[src/tmr_defs.svh]
`ifndef TMR_DEFS_SVH
`define TMR_DEFS_SVH

// ---------------------------------------------------------------
// register byte offsets
// ---------------------------------------------------------------
`define OFS_COUNTER_CONTROL 12'h000
`define OFS_COUNT_LOW_BYTE 12'h004
`define OFS_COUNT_HIGH_BYTE 12'h008
`define OFS_FLAG_GROUP_TWO 12'h00c
`define OFS_ENABLE_GROUP_TWO 12'h010
`define OFS_PRIORITY_GROUP_TWO 12'h014

// ---------------------------------------------------------------
// counter_control field positions
// ---------------------------------------------------------------
`define CTL_WIDE_ACCESS 7
`define CTL_TIMEBASE_HI 6
`define CTL_PRESCALE_HI 5
`define CTL_PRESCALE_LO 4
`define CTL_TIMEBASE_LO 3
`define CTL_EXT_SYNC 2
`define CTL_CLK_SOURCE 1
`define CTL_RUN 0

// overflow bit position in the group-two flag, enable, priority regs
`define OVF_BIT 1

// ---------------------------------------------------------------
// reset values and timing
// ---------------------------------------------------------------
`define CONTROL_RESET 8'h00
`define COUNT_RESET 16'h0000
`define COUNT_MAX 16'hffff
`define SPECIAL_TRIG_MODE 4'hb
// pclk cycles per instruction cycle
`define INSTR_DIV 4

`endif

[src/tmr_pkg.sv]
package tmr_pkg;

	// all state of the timer block
	typedef struct packed {
		logic [1:0] div;
		logic [2:0] pre;
		logic [1:0] sync1;
		logic [1:0] sync2;
		logic [1:0] sync3;
		logic [15:0] count;
		logic [7:0] hbuf;
		logic [7:0] ctrl;
		logic flag;
		logic ien;
		logic iprio;
		logic pready;
		logic pslverr;
		logic [31:0] prdata;
		logic irq;
		logic [15:0] count_out;
	} tmr_state_t;

endpackage
[src/tmr_counter.sv]
// Chosen here: the register offsets and register access over APB.
`timescale 1ns/100ps
`include "tmr_defs.svh"
// Overview of operation
// - wide mode: high byte address reaches the high byte buffer instead.
// - wide mode: low byte read copies live high byte into buffer.
// - wide mode: low byte write loads live high byte from buffer.
// - wide mode: live high byte never read or written directly.
// - only low byte writes clear the prescaler.
// - counter counts up 0000h to ffffh, wraps, wrap is overflow.
// - overflow sets sticky flag; interrupt only when enable bit set.
// - special event compare mode 1011 on match resets counter.
// - trigger reset works in timer and sync counter modes only.
// - second unit compare value acts as the counter period.
// - software write in same cycle as trigger wins over reset.
// - trigger reset never sets the overflow flag.
// - internal source advances once per instruction cycle, pclk/4.
// - prescale field divides by one, two, four or eight.
// - external input is synchronised whatever the sync control; set only drops the trigger reset.

module tmr_counter (
	// apb slave
	input wire logic pclk,
	input wire logic presetn,
	input wire logic psel,
	input wire logic penable,
	input wire logic pwrite,
	input wire logic [11:0] paddr,
	input wire logic [31:0] pwdata,
	output logic [31:0] prdata,
	output logic pready,
	output logic pslverr,
	// external clock pins
	input wire logic ext_clk_pin,
	input wire logic companion_osc_clk,
	input wire logic companion_osc_enable,
	// capture/compare units
	input wire logic [3:0] first_compare_mode_field,
	input wire logic first_compare_match,
	input wire logic [3:0] second_compare_mode_field,
	input wire logic [7:0] second_compare_value_high,
	input wire logic [7:0] second_compare_value_low,
	// status out
	output logic [15:0] count_value,
	output logic overflow_irq,
	output logic overflow_irq_priority
);
	import tmr_pkg::*;

	tmr_state_t s_q;
	tmr_state_t s_d;

	// ---------------------------------------------------------------
	// helpers
	// ---------------------------------------------------------------

	// prescaler terminal count for a 2-bit select
	function automatic logic [2:0] pre_last(input logic [1:0] sel);
		pre_last = 3'((4'h1 << sel) - 4'h1);
	endfunction

	// one-word register read view
	function automatic logic [31:0] byte_word(input logic [7:0] b);
		byte_word = {24'h000000, b};
	endfunction

	// ---------------------------------------------------------------
	// decode
	// ---------------------------------------------------------------

	logic wide;
	logic ext_sel;
	logic async_mode;
	logic run;
	logic [1:0] psel_fld;
	logic access;
	logic wr_done;
	logic rd_first;
	logic hit_ctl;
	logic hit_lo;
	logic hit_hi;
	logic hit_flg;
	logic hit_ien;
	logic hit_pri;
	logic mapped;
	logic unit1_ours;
	logic unit2_ours;
	logic [15:0] period;
	logic trig;
	logic src_edge;
	logic cnt_tick;

	// control field views and bus phase
	always_comb begin
		wide = s_q.ctrl[`CTL_WIDE_ACCESS];
		ext_sel = s_q.ctrl[`CTL_CLK_SOURCE];
		async_mode = ext_sel & s_q.ctrl[`CTL_EXT_SYNC];
		run = s_q.ctrl[`CTL_RUN];
		psel_fld = s_q.ctrl[`CTL_PRESCALE_HI:`CTL_PRESCALE_LO];
		access = psel & penable;
		// write lands at the edge where pready is seen high
		wr_done = access & s_q.pready & pwrite;
		// read data is prepared on the first access edge
		rd_first = access & ~s_q.pready & ~pwrite;
		hit_ctl = (paddr == `OFS_COUNTER_CONTROL);
		hit_lo = (paddr == `OFS_COUNT_LOW_BYTE);
		hit_hi = (paddr == `OFS_COUNT_HIGH_BYTE);
		hit_flg = (paddr == `OFS_FLAG_GROUP_TWO);
		hit_ien = (paddr == `OFS_ENABLE_GROUP_TWO);
		hit_pri = (paddr == `OFS_PRIORITY_GROUP_TWO);
		mapped = hit_ctl | hit_lo | hit_hi | hit_flg | hit_ien | hit_pri;
	end

	// special event trigger from either compare unit
	always_comb begin
		// 1x: both units on this counter, 01: only the second
		unit1_ours = s_q.ctrl[`CTL_TIMEBASE_HI];
		unit2_ours = s_q.ctrl[`CTL_TIMEBASE_HI] |
			s_q.ctrl[`CTL_TIMEBASE_LO];
		period = {second_compare_value_high, second_compare_value_low};
		trig = 1'b0;
		if (unit1_ours && first_compare_match &&
			first_compare_mode_field == `SPECIAL_TRIG_MODE) begin
			trig = 1'b1;
		end
		// count reaching the compare value restarts it from zero;
		// the compare sees the live count, so the top value stands one pclk
		if (unit2_ours && s_q.count == period &&
			second_compare_mode_field == `SPECIAL_TRIG_MODE) begin
			trig = 1'b1;
		end
		// unsynchronised counting gives no trigger reset
		if (async_mode) begin
			trig = 1'b0;
		end
	end

	// ---------------------------------------------------------------
	// next state
	// ---------------------------------------------------------------
	always_comb begin
		s_d = s_q;

		// pins pass two flops; the third only feeds edge detect
		s_d.sync1 = {companion_osc_clk, ext_clk_pin};
		s_d.sync2 = s_q.sync1;
		s_d.sync3 = s_q.sync2;
		// oscillator replaces the pin when enabled
		if (companion_osc_enable) begin
			src_edge = s_q.sync2[1] & ~s_q.sync3[1];
		end else begin
			src_edge = s_q.sync2[0] & ~s_q.sync3[0];
		end
		// one clock only: the unsynchronised mode shares the sync path,
		// it differs just in losing the trigger reset
		if (async_mode) begin
			src_edge = s_q.sync2[0] & ~s_q.sync3[0] & ~companion_osc_enable |
				s_q.sync2[1] & ~s_q.sync3[1] & companion_osc_enable;
		end

		// instruction cycle divider always runs
		s_d.div = 2'(s_q.div + 2'h1);
		if (!ext_sel) begin
			src_edge = (s_q.div == 2'(`INSTR_DIV - 1));
		end

		// prescaler in front of the counter
		cnt_tick = 1'b0;
		if (run && src_edge) begin
			if (s_q.pre >= pre_last(psel_fld)) begin
				s_d.pre = 3'h0;
				cnt_tick = 1'b1;
			end else begin
				s_d.pre = 3'(s_q.pre + 3'h1);
			end
		end

		// counting, wrap and trigger reset
		if (trig) begin
			s_d.count = `COUNT_RESET;
		end else if (cnt_tick) begin
			s_d.count = 16'(s_q.count + 16'h0001);
			if (s_q.count == `COUNT_MAX) begin
				s_d.flag = 1'b1;
			end
		end

		// bus: one wait state, then pready for one cycle
		// no back-pressure: every access answers after the same wait
		s_d.pready = access & ~s_q.pready;
		s_d.pslverr = access & ~s_q.pready & ~mapped;
		if (!access || s_q.pready) begin
			s_d.prdata = 32'h00000000;
		end

		// read path; the copy happens with the low byte sample
		if (rd_first) begin
			if (hit_ctl) begin
				s_d.prdata = byte_word(s_q.ctrl);
			end
			if (hit_lo) begin
				s_d.prdata = byte_word(s_q.count[7:0]);
				if (wide) begin
					s_d.hbuf = s_q.count[15:8];
				end
			end
			if (hit_hi) begin
				if (wide) begin
					s_d.prdata = byte_word(s_q.hbuf);
				end else begin
					s_d.prdata = byte_word(s_q.count[15:8]);
				end
			end
			if (hit_flg) begin
				s_d.prdata = 32'(s_q.flag) << `OVF_BIT;
			end
			if (hit_ien) begin
				s_d.prdata = 32'(s_q.ien) << `OVF_BIT;
			end
			if (hit_pri) begin
				s_d.prdata = 32'(s_q.iprio) << `OVF_BIT;
			end
		end

		// write path; it overrides the count update above
		if (wr_done) begin
			if (hit_ctl) begin
				s_d.ctrl = pwdata[7:0];
			end
			if (hit_lo) begin
				s_d.pre = 3'h0;
				if (wide) begin
					s_d.count = {s_q.hbuf, pwdata[7:0]};
				end else begin
					s_d.count[7:0] = pwdata[7:0];
					// keep the live high byte only if no trigger hit it
					s_d.count[15:8] = trig ? 8'h00 : s_q.count[15:8];
					if (!trig && cnt_tick && s_q.count[7:0] == 8'hff) begin
						s_d.count[15:8] = 8'(s_q.count[15:8] + 8'h01);
					end
				end
			end
			if (hit_hi) begin
				// prescaler is left alone here
				if (wide) begin
					s_d.hbuf = pwdata[7:0];
				end else begin
					s_d.count[15:8] = pwdata[7:0];
					s_d.count[7:0] = trig ? 8'h00 : s_q.count[7:0];
					if (!trig && cnt_tick) begin
						s_d.count[7:0] = 8'(s_q.count[7:0] + 8'h01);
					end
				end
			end
			// clearing loses to an overflow in the same cycle
			if (hit_flg) begin
				// software value first, a wrap in this cycle sets it again
				s_d.flag = pwdata[`OVF_BIT];
				if (!pwdata[`OVF_BIT] && cnt_tick && !trig &&
					s_q.count == `COUNT_MAX) begin
					s_d.flag = 1'b1;
				end
			end
			if (hit_ien) begin
				s_d.ien = pwdata[`OVF_BIT];
			end
			if (hit_pri) begin
				s_d.iprio = pwdata[`OVF_BIT];
			end
		end

		// registered status outputs
		s_d.irq = s_d.flag & s_d.ien;
		s_d.count_out = s_d.count;
	end

	// ---------------------------------------------------------------
	// state register
	// ---------------------------------------------------------------
	always_ff @(posedge pclk or negedge presetn) begin
		if (!presetn) begin
			s_q <= '0;
			s_q.ctrl <= `CONTROL_RESET;
			s_q.count <= `COUNT_RESET;
			s_q.count_out <= `COUNT_RESET;
		end else begin
			s_q <= s_d;
		end
	end

	// outputs straight from flops
	assign prdata = s_q.prdata;
	assign pready = s_q.pready;
	assign pslverr = s_q.pslverr;
	assign count_value = s_q.count_out;
	assign overflow_irq = s_q.irq;
	assign overflow_irq_priority = s_q.iprio;

endmodule // tmr_counter

[config.mk]
export PLATFORM = sky130hd
export DESIGN_NAME = tmr_counter
export DESIGN_NICKNAME = d
export VERILOG_FILES = /design/src/tmr_pkg.sv /design/src/tmr_counter.sv
export VERILOG_INCLUDE_DIRS = /design/src
export SDC_FILE = /design/constraint.sdc
export NUM_CORES = 1
export LEC_CHECK = 0
export CORE_UTILIZATION = 40
export CTS_CLUSTER_SIZE = 28
export DETAILED_ROUTE_END_ITERATION = 6
export DONT_BUFFER_PORTS = 1
export MAX_ROUTING_LAYER = met4
export SLEW_MARGIN = 10
export SYNTH_ARGS = -nofsm -noshare
export SYNTH_HDL_FRONTEND = slang
export SYNTH_SLANG_ARGS = --single-unit
[constraint.sdc]
create_clock -name pclk -period 3.33 [get_ports pclk]
set_input_delay 0.1665 -clock pclk [delete_from_list [all_inputs] [get_ports pclk]]
set_output_delay 0.1665 -clock pclk [all_outputs]
set_load 0.02 [all_outputs]
==> results of run 1 <==
[metrics by stage]
stage               instances  worst slack (ns)  hold WS, ns  utilization (%)
detailed placement        591             0.609       -0.125             39.0
global placement          591             0.653       -0.125             39.0
floorplan                 513             0.928       -0.129                -
global route              620             0.402       0.0529             42.9
finish                    620             0.544       0.0123             42.9
CTS                       619             0.580      0.00599             42.9
[registers in the layout, indices dropped and copies added, names as in the netlist]
register,count
pready,1
prdata,32
pslverr,1
run,1
overflow_irq_priority,1
count_value,16
psel_fld,2
s_q,21
overflow_irq,1
s_d,4
ext_sel,1
[layout make-up]
type / instances / area share [%]
timing repair buffer: 23 / 4.27
clock inverter: 6 / 1.77
antenna: 1 / 0.0485
clock buffer: 10 / 4.63
sequential: 81 / 39.3
multi-input combinational: 344 / 45.8
tap: 147 / 3.57
inverter: 8 / 0.582
[worst min-delay path: stages]
cell,delay (ns)
nor2_1,0.03
nand2_1,0.05
o22ai_1,0.05
[placed cells by master, fill, tap and decap left out, types with 4 or more instances in the layout]
master,Yosys,final
a21oi_1,5,5
o21ai_0,30,30
a21o_1,9,9
xor2_1,26,26
nor4_1,5,5
mux2_2,15,15
nand2_1,47,47
ha_1,7,7
clkbuf_16,0,9
o221ai_1,7,7
nor3_1,16,16
nand3_1,11,11
xnor2_1,6,6
dfrtp_1,81,81
and2_1,31,31
inv_1,8,8
nor2_1,27,27
a31oi_1,4,4
dlygate4sd3_1,0,11
a211oi_1,10,10
buf_4,49,11
and4_1,6,6
mux2i_1,12,12
and3_1,6,6
a221o_1,5,5
nand4_1,12,12
[Yosys cell counts (all sizes together), types with 2 or more instances]
cell	n
nand3b	3
ha	7
o221ai	7
inv	8
nand3	12
nor2b	2
or4b	3
nand4b	2
buf	59
a221o	5
a211oi	10
mux2i	12
or2	3
mux2	15
clkbuf	21
nor4b	2
nand2	47
a21oi	5
nor2	29
o21ai	32
a21o	9
xor2	26
nor3	17
o31ai	2
and4	6
and3	6
xnor2	6
o22ai	3
nand4	12
and2	31
and4b	2
dfrtp	81
a31oi	4
o2111ai	2
nor4	7
or3	2
[where the power goes]
group / switching, W / total, W / internal, W
registers: 0.00000416 / 0.000993 / 0.000989
logic: 0.0000507 / 0.0000801 / 0.0000295
clock network: 0.000405 / 0.00108 / 0.000679
[cells by family (layout without fill, tap and decap cells)]
group,count (synthesis),in the layout
compound gates,87,87
xor+xnor,32,32
fa+ha+maj,7,7
buf+inv,88,47
flops,81,81
mux,27,27
other cells,0,1
simple gates,191,191
[routing by layer]
metal	global-route usage, %	vias up	part of all wire, %	wire (um)
met3	6.16	26	8.1	1010
met5	-	-	0	0
met4	7.72	0	2.8	346
li1	-	1687	-	-
met2	32.0	184	46	5760
met1	25.8	1693	43	5320
[worst max-delay path by stage]
stage / start / endpoint / slack (ns) / depth (start not counted)
2_1_floorplan: psel_fld[1] / count_value[11] / 0.93 / 9
3_3_place_gp: count_value[1] / count_value[14] / 0.65 / 7
3_5_place_dp: count_value[1] / count_value[14] / 0.61 / 7
4_1_cts: count_value[1] / count_value[14] / 0.58 / 7
5_1_grt: count_value[1] / count_value[14] / 0.40 / 7
6_report: count_value[1] / count_value[14] / 0.54 / 7
[timing repair]
action,CTS,global route
endpoints found under the setup margin,0,0
hold buffers,12,0
hold endpoints to repair,114,0
==> flow_summary_export.csv, run 1 <==
group,metric,value,unit
placement,dpl_cell_area,4690,um2
placement,numPortBuffers,0,
yosys,primary_flip_flop_cell_chosen_by_synthesis_mapping,"dfrtp_1",
floorplan,design.core.area,12000,um2
route,drt.antenna.violating_nets,0,
timing,final_period_minus_worst_setup_slack,2.79,ns
global_route,grt_pass1_wl,19300,um
worst_setup_path,timing.critical_path.max_delay_family,"simple AND/OR/NAND/NOR gates",
timing,final_min_period_over_clock_period,83.7,%
timing,fmaxAchievable,359,MHz
power_and_ir_drop,leakage_power_of_the_design,2.29,nW
yosys,netlist_area,4940,um2
yosys,number_of_warnings_printed_during_yosys_synthesis,0,
route,wl,12400,um
clocking,ctsRootBufferMaster,"clkbuf_16",
clocking,clkSinkCount,81,
timing,worst_slew_margin_rel,32.7,%
timing,rsz0062_at_grt,"false",
yosys,synth_top_cells_by_area,"dfrtp_1 (41%), buf_4 (7.4%), xor2_1 (4.6%)",
route,routed-via-count,3590,
route,detail_route.vias_per_cell,5.79,
power_and_ir_drop,worst_ir_drop_vdd,0.263,mV
global_route,grt_overflow_total,0,
yosys,syn_inst,513,
yosys,ys_async_sr_fraction,100,%
global_route,vias_in_the_first_global_route,3518,
worst_setup_path,crit_arrival,3.06,ns
global_route,globalRouteTotalUtil,20.8,%
run_status,status,"complete, no violations",
timing,setup-tns-final,0,ns
worst_setup_path,crit_chain,"ha_1, nand3_1, nor3_1, nand4_1, or3_1, a211oi_1, a221o_1",
final_layout,area.growth.synth_to_final,4.46,%
floorplan,dieWidth,113,um
global_route,grt_max_degree,82,
final_layout,final_layout_size_suffix_gt1_share,11.9,%
final_layout,multi_input_area,2360,um2
floorplan,die_h,113,um
run,max_capacitance_violation_count,0,
yosys,post_synth_and_or_nand_nor_area_fraction,22.6,%
yosys,yosys_register_bits,81,
worst_setup_path,peak_fanout_along_the_critical_path,6,
yosys,synth_adder_area_share,1.77,%
worst_setup_path,rr_endpoint,"count_value[14]",
worst_setup_path,cp_slowest_stage_delay,0.65,ns
worst_setup_path,register_to_register_setup_slack,0.54,ns
route,dr.pass1.iters,6,
worst_setup_path,r2r-start,"count_value[1]",
clocking,post-cts-setup-buffer-count,0,
worst_hold_path,holdCritPathClass,"input port to flop",
power_and_ir_drop,power-per-cell-area,418,nW/um2
worst_hold_path,whs_endpoint,"prdata[1]",
global_route,number_of_antenna_violations_at_the_first_check_in_global_routing,1,
worst_setup_path,worstPathBufferInverterCount,0,
final_layout,fillers,1151,
worst_hold_path,holdCritStartpoint,"pwrite",
yosys,net_count_of_the_mapped_netlist,597,
timing,final_max_slew_viol_count,0,
yosys,seq_area_frac_synth,41.0,%
route,wl_per_cell,20.1,um
yosys,synth-edff-count,0,
yosys,post_synth_xor_area_fraction,5.68,%
final_layout,area.sequential,2030,um2
timing,final-setup-viol-count,0,
yosys,synth.top_cell.area_share,41.0,%
yosys,yosysUniqueCellTypes,61,
timing,worstMarginPinSlew,1.01,ns
clocking,clock_insertion_delay_worst_skew,0.34,ns
floorplan,ios,129,
placement,hpwlAfterDp,8970,um
worst_setup_path,required_time_worst_endpoint,3.61,ns
final_layout,nets,551,
clocking,cts-buffers-inserted,9,
yosys,synth_area_leader_cell,"dfrtp_1",
timing,final_worst_clock_skew,0.0111,ns
floorplan,floorplan.die_area,12800,um2
clocking,htree_levels,3,
clocking,ctsResizeCount,0,
worst_setup_path,timing_worst_setup_path_type,"flop to flop",
route,drt_drc_violations_left,0,
final_layout,design_area,5160,um2
yosys,synth-compound-area-share,12.0,%
floorplan,core.rowCount,40,
placement,globalplace.congestion,0.920,
clocking,clock_tree_from_tritoncts,"done",
clocking,worst_setup_hold_path_clk_slew,0.06,ns
worst_hold_path,whs_path_depth,3,
timing,final_count_of_hold_timing_violations,0,
yosys,synth_top_family_by_area,"simple AND/OR/NAND/NOR gates",
power_and_ir_drop,p_total,0.00216,W
yosys,share_of_cell_area_taken_by_muxes_after_synthesis,5.85,%
clocking,clock_tree.buffer_depth,2,
worst_setup_path,worstSetupEndpointType,"flop",
worst_setup_path,worst_setup_path_start_kind,"flop",
worst_setup_path,worstRegToRegCells,7,
yosys,avgSynthCellArea,9.63,um2
floorplan,start_util,41.1,%
worst_setup_path,worst_path_max_delay_cell,"dfrtp_1",
route,first_iter_violations,253,
(Power assumes the default switching activity.)
==> inputs of run 2 (changes only) <==
==> constraint.sdc (replaced) <==
create_clock -name pclk -period 2.2 [get_ports pclk]
set_input_delay 0.11 -clock pclk [delete_from_list [all_inputs] [get_ports pclk]]
set_output_delay 0.11 -clock pclk [all_outputs]
set_load 0.02 [all_outputs]
==> flow_summary_export.csv, run 2 (synthesized netlist as in run 1, its figures left out) <==
group,metric,value,unit
run_status,status,"complete, no violations",
timing,final_worst_clock_skew,0.00803,ns
floorplan,core.rowCount,40,
route,drt.antenna.violating_nets,0,
power_and_ir_drop,worst_ir_drop_vdd,0.306,mV
clocking,clock_tree_from_tritoncts,"done",
power_and_ir_drop,power-per-cell-area,568,nW/um2
timing,worst_slew_margin_rel,32.8,%
placement,dp_slack,-0.207,ns
route,dr.pass1.iters,5,
global_route,vias_in_the_first_global_route,3865,
global_route,grt_max_degree,82,
placement,hpwlAfterDp,10200,um
clocking,clkSinkCount,81,
worst_setup_path,worst_setup_path_start_kind,"flop",
timing,final_max_slew_viol_count,0,
floorplan,ios,129,
worst_setup_path,peak_fanout_along_the_critical_path,6,
route,wl_per_cell,20.3,um
route,first_iter_violations,262,
clocking,clock_tree.buffer_depth,2,
route,drt_drc_violations_left,0,
final_layout,largest_reg_flops,32,
floorplan,die_h,113,um
worst_setup_path,timing_worst_setup_path_type,"flop to flop",
floorplan,floorplan.die_area,12800,um2
final_layout,fillers,1116,
placement,numPortBuffers,0,
final_layout,nets,608,
clocking,ctsRootBufferMaster,"clkbuf_16",
floorplan,design.core.area,12000,um2
timing,final_period_minus_worst_setup_slack,2.19,ns
global_route,number_of_antenna_violations_at_the_first_check_in_global_routing,0,
final_layout,final_layout_size_suffix_gt1_share,24.1,%
final_layout,final_cell_count_no_fill,675,
worst_hold_path,holdCritPathClass,"input port to flop",
route,wl,13700,um
timing,timing.final.ws_setup,0.00915,ns
route,routed-via-count,3840,
timing,rsz0062_at_grt,"true",
clocking,htree_levels,3,
global_route,globalRouteTotalUtil,23.1,%
global_route,grt_overflow_total,0,
final_layout,antenna_cells,0,
timing,final-setup-viol-count,0,
final_layout,mostFrequentLayoutCells,"dfrtp_1 (79), buf_4 (63), nand2_1 (46), and2_1 (31), o21ai_0 (28)",
worst_setup_path,worstSetupEndpointType,"flop",
worst_setup_path,crit_arrival,2.46,ns
route,detail_route.vias_per_cell,5.69,
global_route,grt_pass1_wl,21300,um
worst_setup_path,required_time_worst_endpoint,2.47,ns
placement,place.detailed.instances,643,
timing,final_count_of_hold_timing_violations,0,
run,max_capacitance_violation_count,0,
timing,setup-tns-final,0,ns
timing,fmaxAchievable,456,MHz
final_layout,layout_commonest_cell,"dfrtp_1",
final_layout,area.growth.synth_to_final,15.5,%
placement,globalplace.congestion,0.942,
clocking,cts-buffers-inserted,9,
timing,worstMarginPinSlew,1.00,ns
floorplan,start_util,41.1,%
floorplan,dieWidth,113,um
clocking,worst_setup_hold_path_clk_slew,0.06,ns
clocking,clock_insertion_delay_worst_skew,0.34,ns
timing,final_min_period_over_clock_period,99.6,%
power_and_ir_drop,leakage_power_of_the_design,2.59,nW
==> run 2: metrics by stage <==
step	area, um2	hold slack [ns]	util, %	total power [W]
2_1_floorplan	4950	-0.186	-	0.00159
3_3_place_gp	5080	-0.182	42.3	0.00160
3_5_place_dp	5080	-0.182	42.3	0.00160
4_1_cts	5620	0.0384	46.8	0.00328
5_1_grt	5710	0.0651	47.5	0.00335
6_report	5710	0.0562	47.5	0.00324
==> run 2: final cells by class <==
cell class | count | area (um2) | area share (%)
Tap cell | 147 | 184 | 3.22
Timing Repair Buffer | 80 | 664 | 11.6
Inverter | 8 | 30.0 | 0.526
Clock buffer | 12 | 246 | 4.32
Sequential cell | 81 | 2030 | 35.6
Clock inverter | 3 | 65.1 | 1.14
Multi-Input combinational cell | 344 | 2490 | 43.6
==> run 2: per-layer routing <==
metal	up-vias	global-route usage [%]	wire [um]
li1	1785	-	-
met2	185	36.0	6520
met4	0	11.0	471
met3	23	5.73	1010
met1	1847	28.3	5710
met5	-	-	0
==> run 2: final timing paths <==
path | start | to | slack (ns) | depth (start not counted)
setup / recovery | psel_fld[0] | count_value[11] | 0.009 | 9
min in group asynchronous | presetn | count_value[2] | 0.30 | 2
hold reg to reg | s_d[89] | s_d[87] | 0.35 | 0
hold / removal | pwrite | prdata[1] | 0.06 | 3
setup reg to reg | psel_fld[0] | count_value[11] | 0.009 | 9
max in group asynchronous | presetn | count_value[1] | 1.49 | 2
==> run 2: power breakdown <==
part / internal (W) / total (W) / switching, W / leakage, nW
Clock: 0.00102 / 0.00160 / 0.000581 / 0.153
Sequential: 0.00150 / 0.00150 / 0.00000419 / 1.09
Combinational: 0.0000555 / 0.000140 / 0.0000844 / 1.35
Total: 0.00257 / 0.00324 / 0.000669 / 2.59
==> run 2: timing repair <==
item / in CTS / in global routing
hold buffers: 14 / 0
setup endpoints to repair: 10 / 16
resized for setup: 10 / 17
pin swaps: 4 / 7
setup buffers: 2 / 1
hold endpoints to repair: 115 / 0
==> run 2: critical path, cell delays in order (launching register included) <==
cell and delay (ns):
dfrtp_1 0.38, or2_4 0.26, ha_4 0.26, nor2b_2 0.03, o21ai_2 0.11, buf_6 0.14, nand4_1 0.19, a2111o_1 0.37
a211oi_2 0.24, a221o_1 0.14
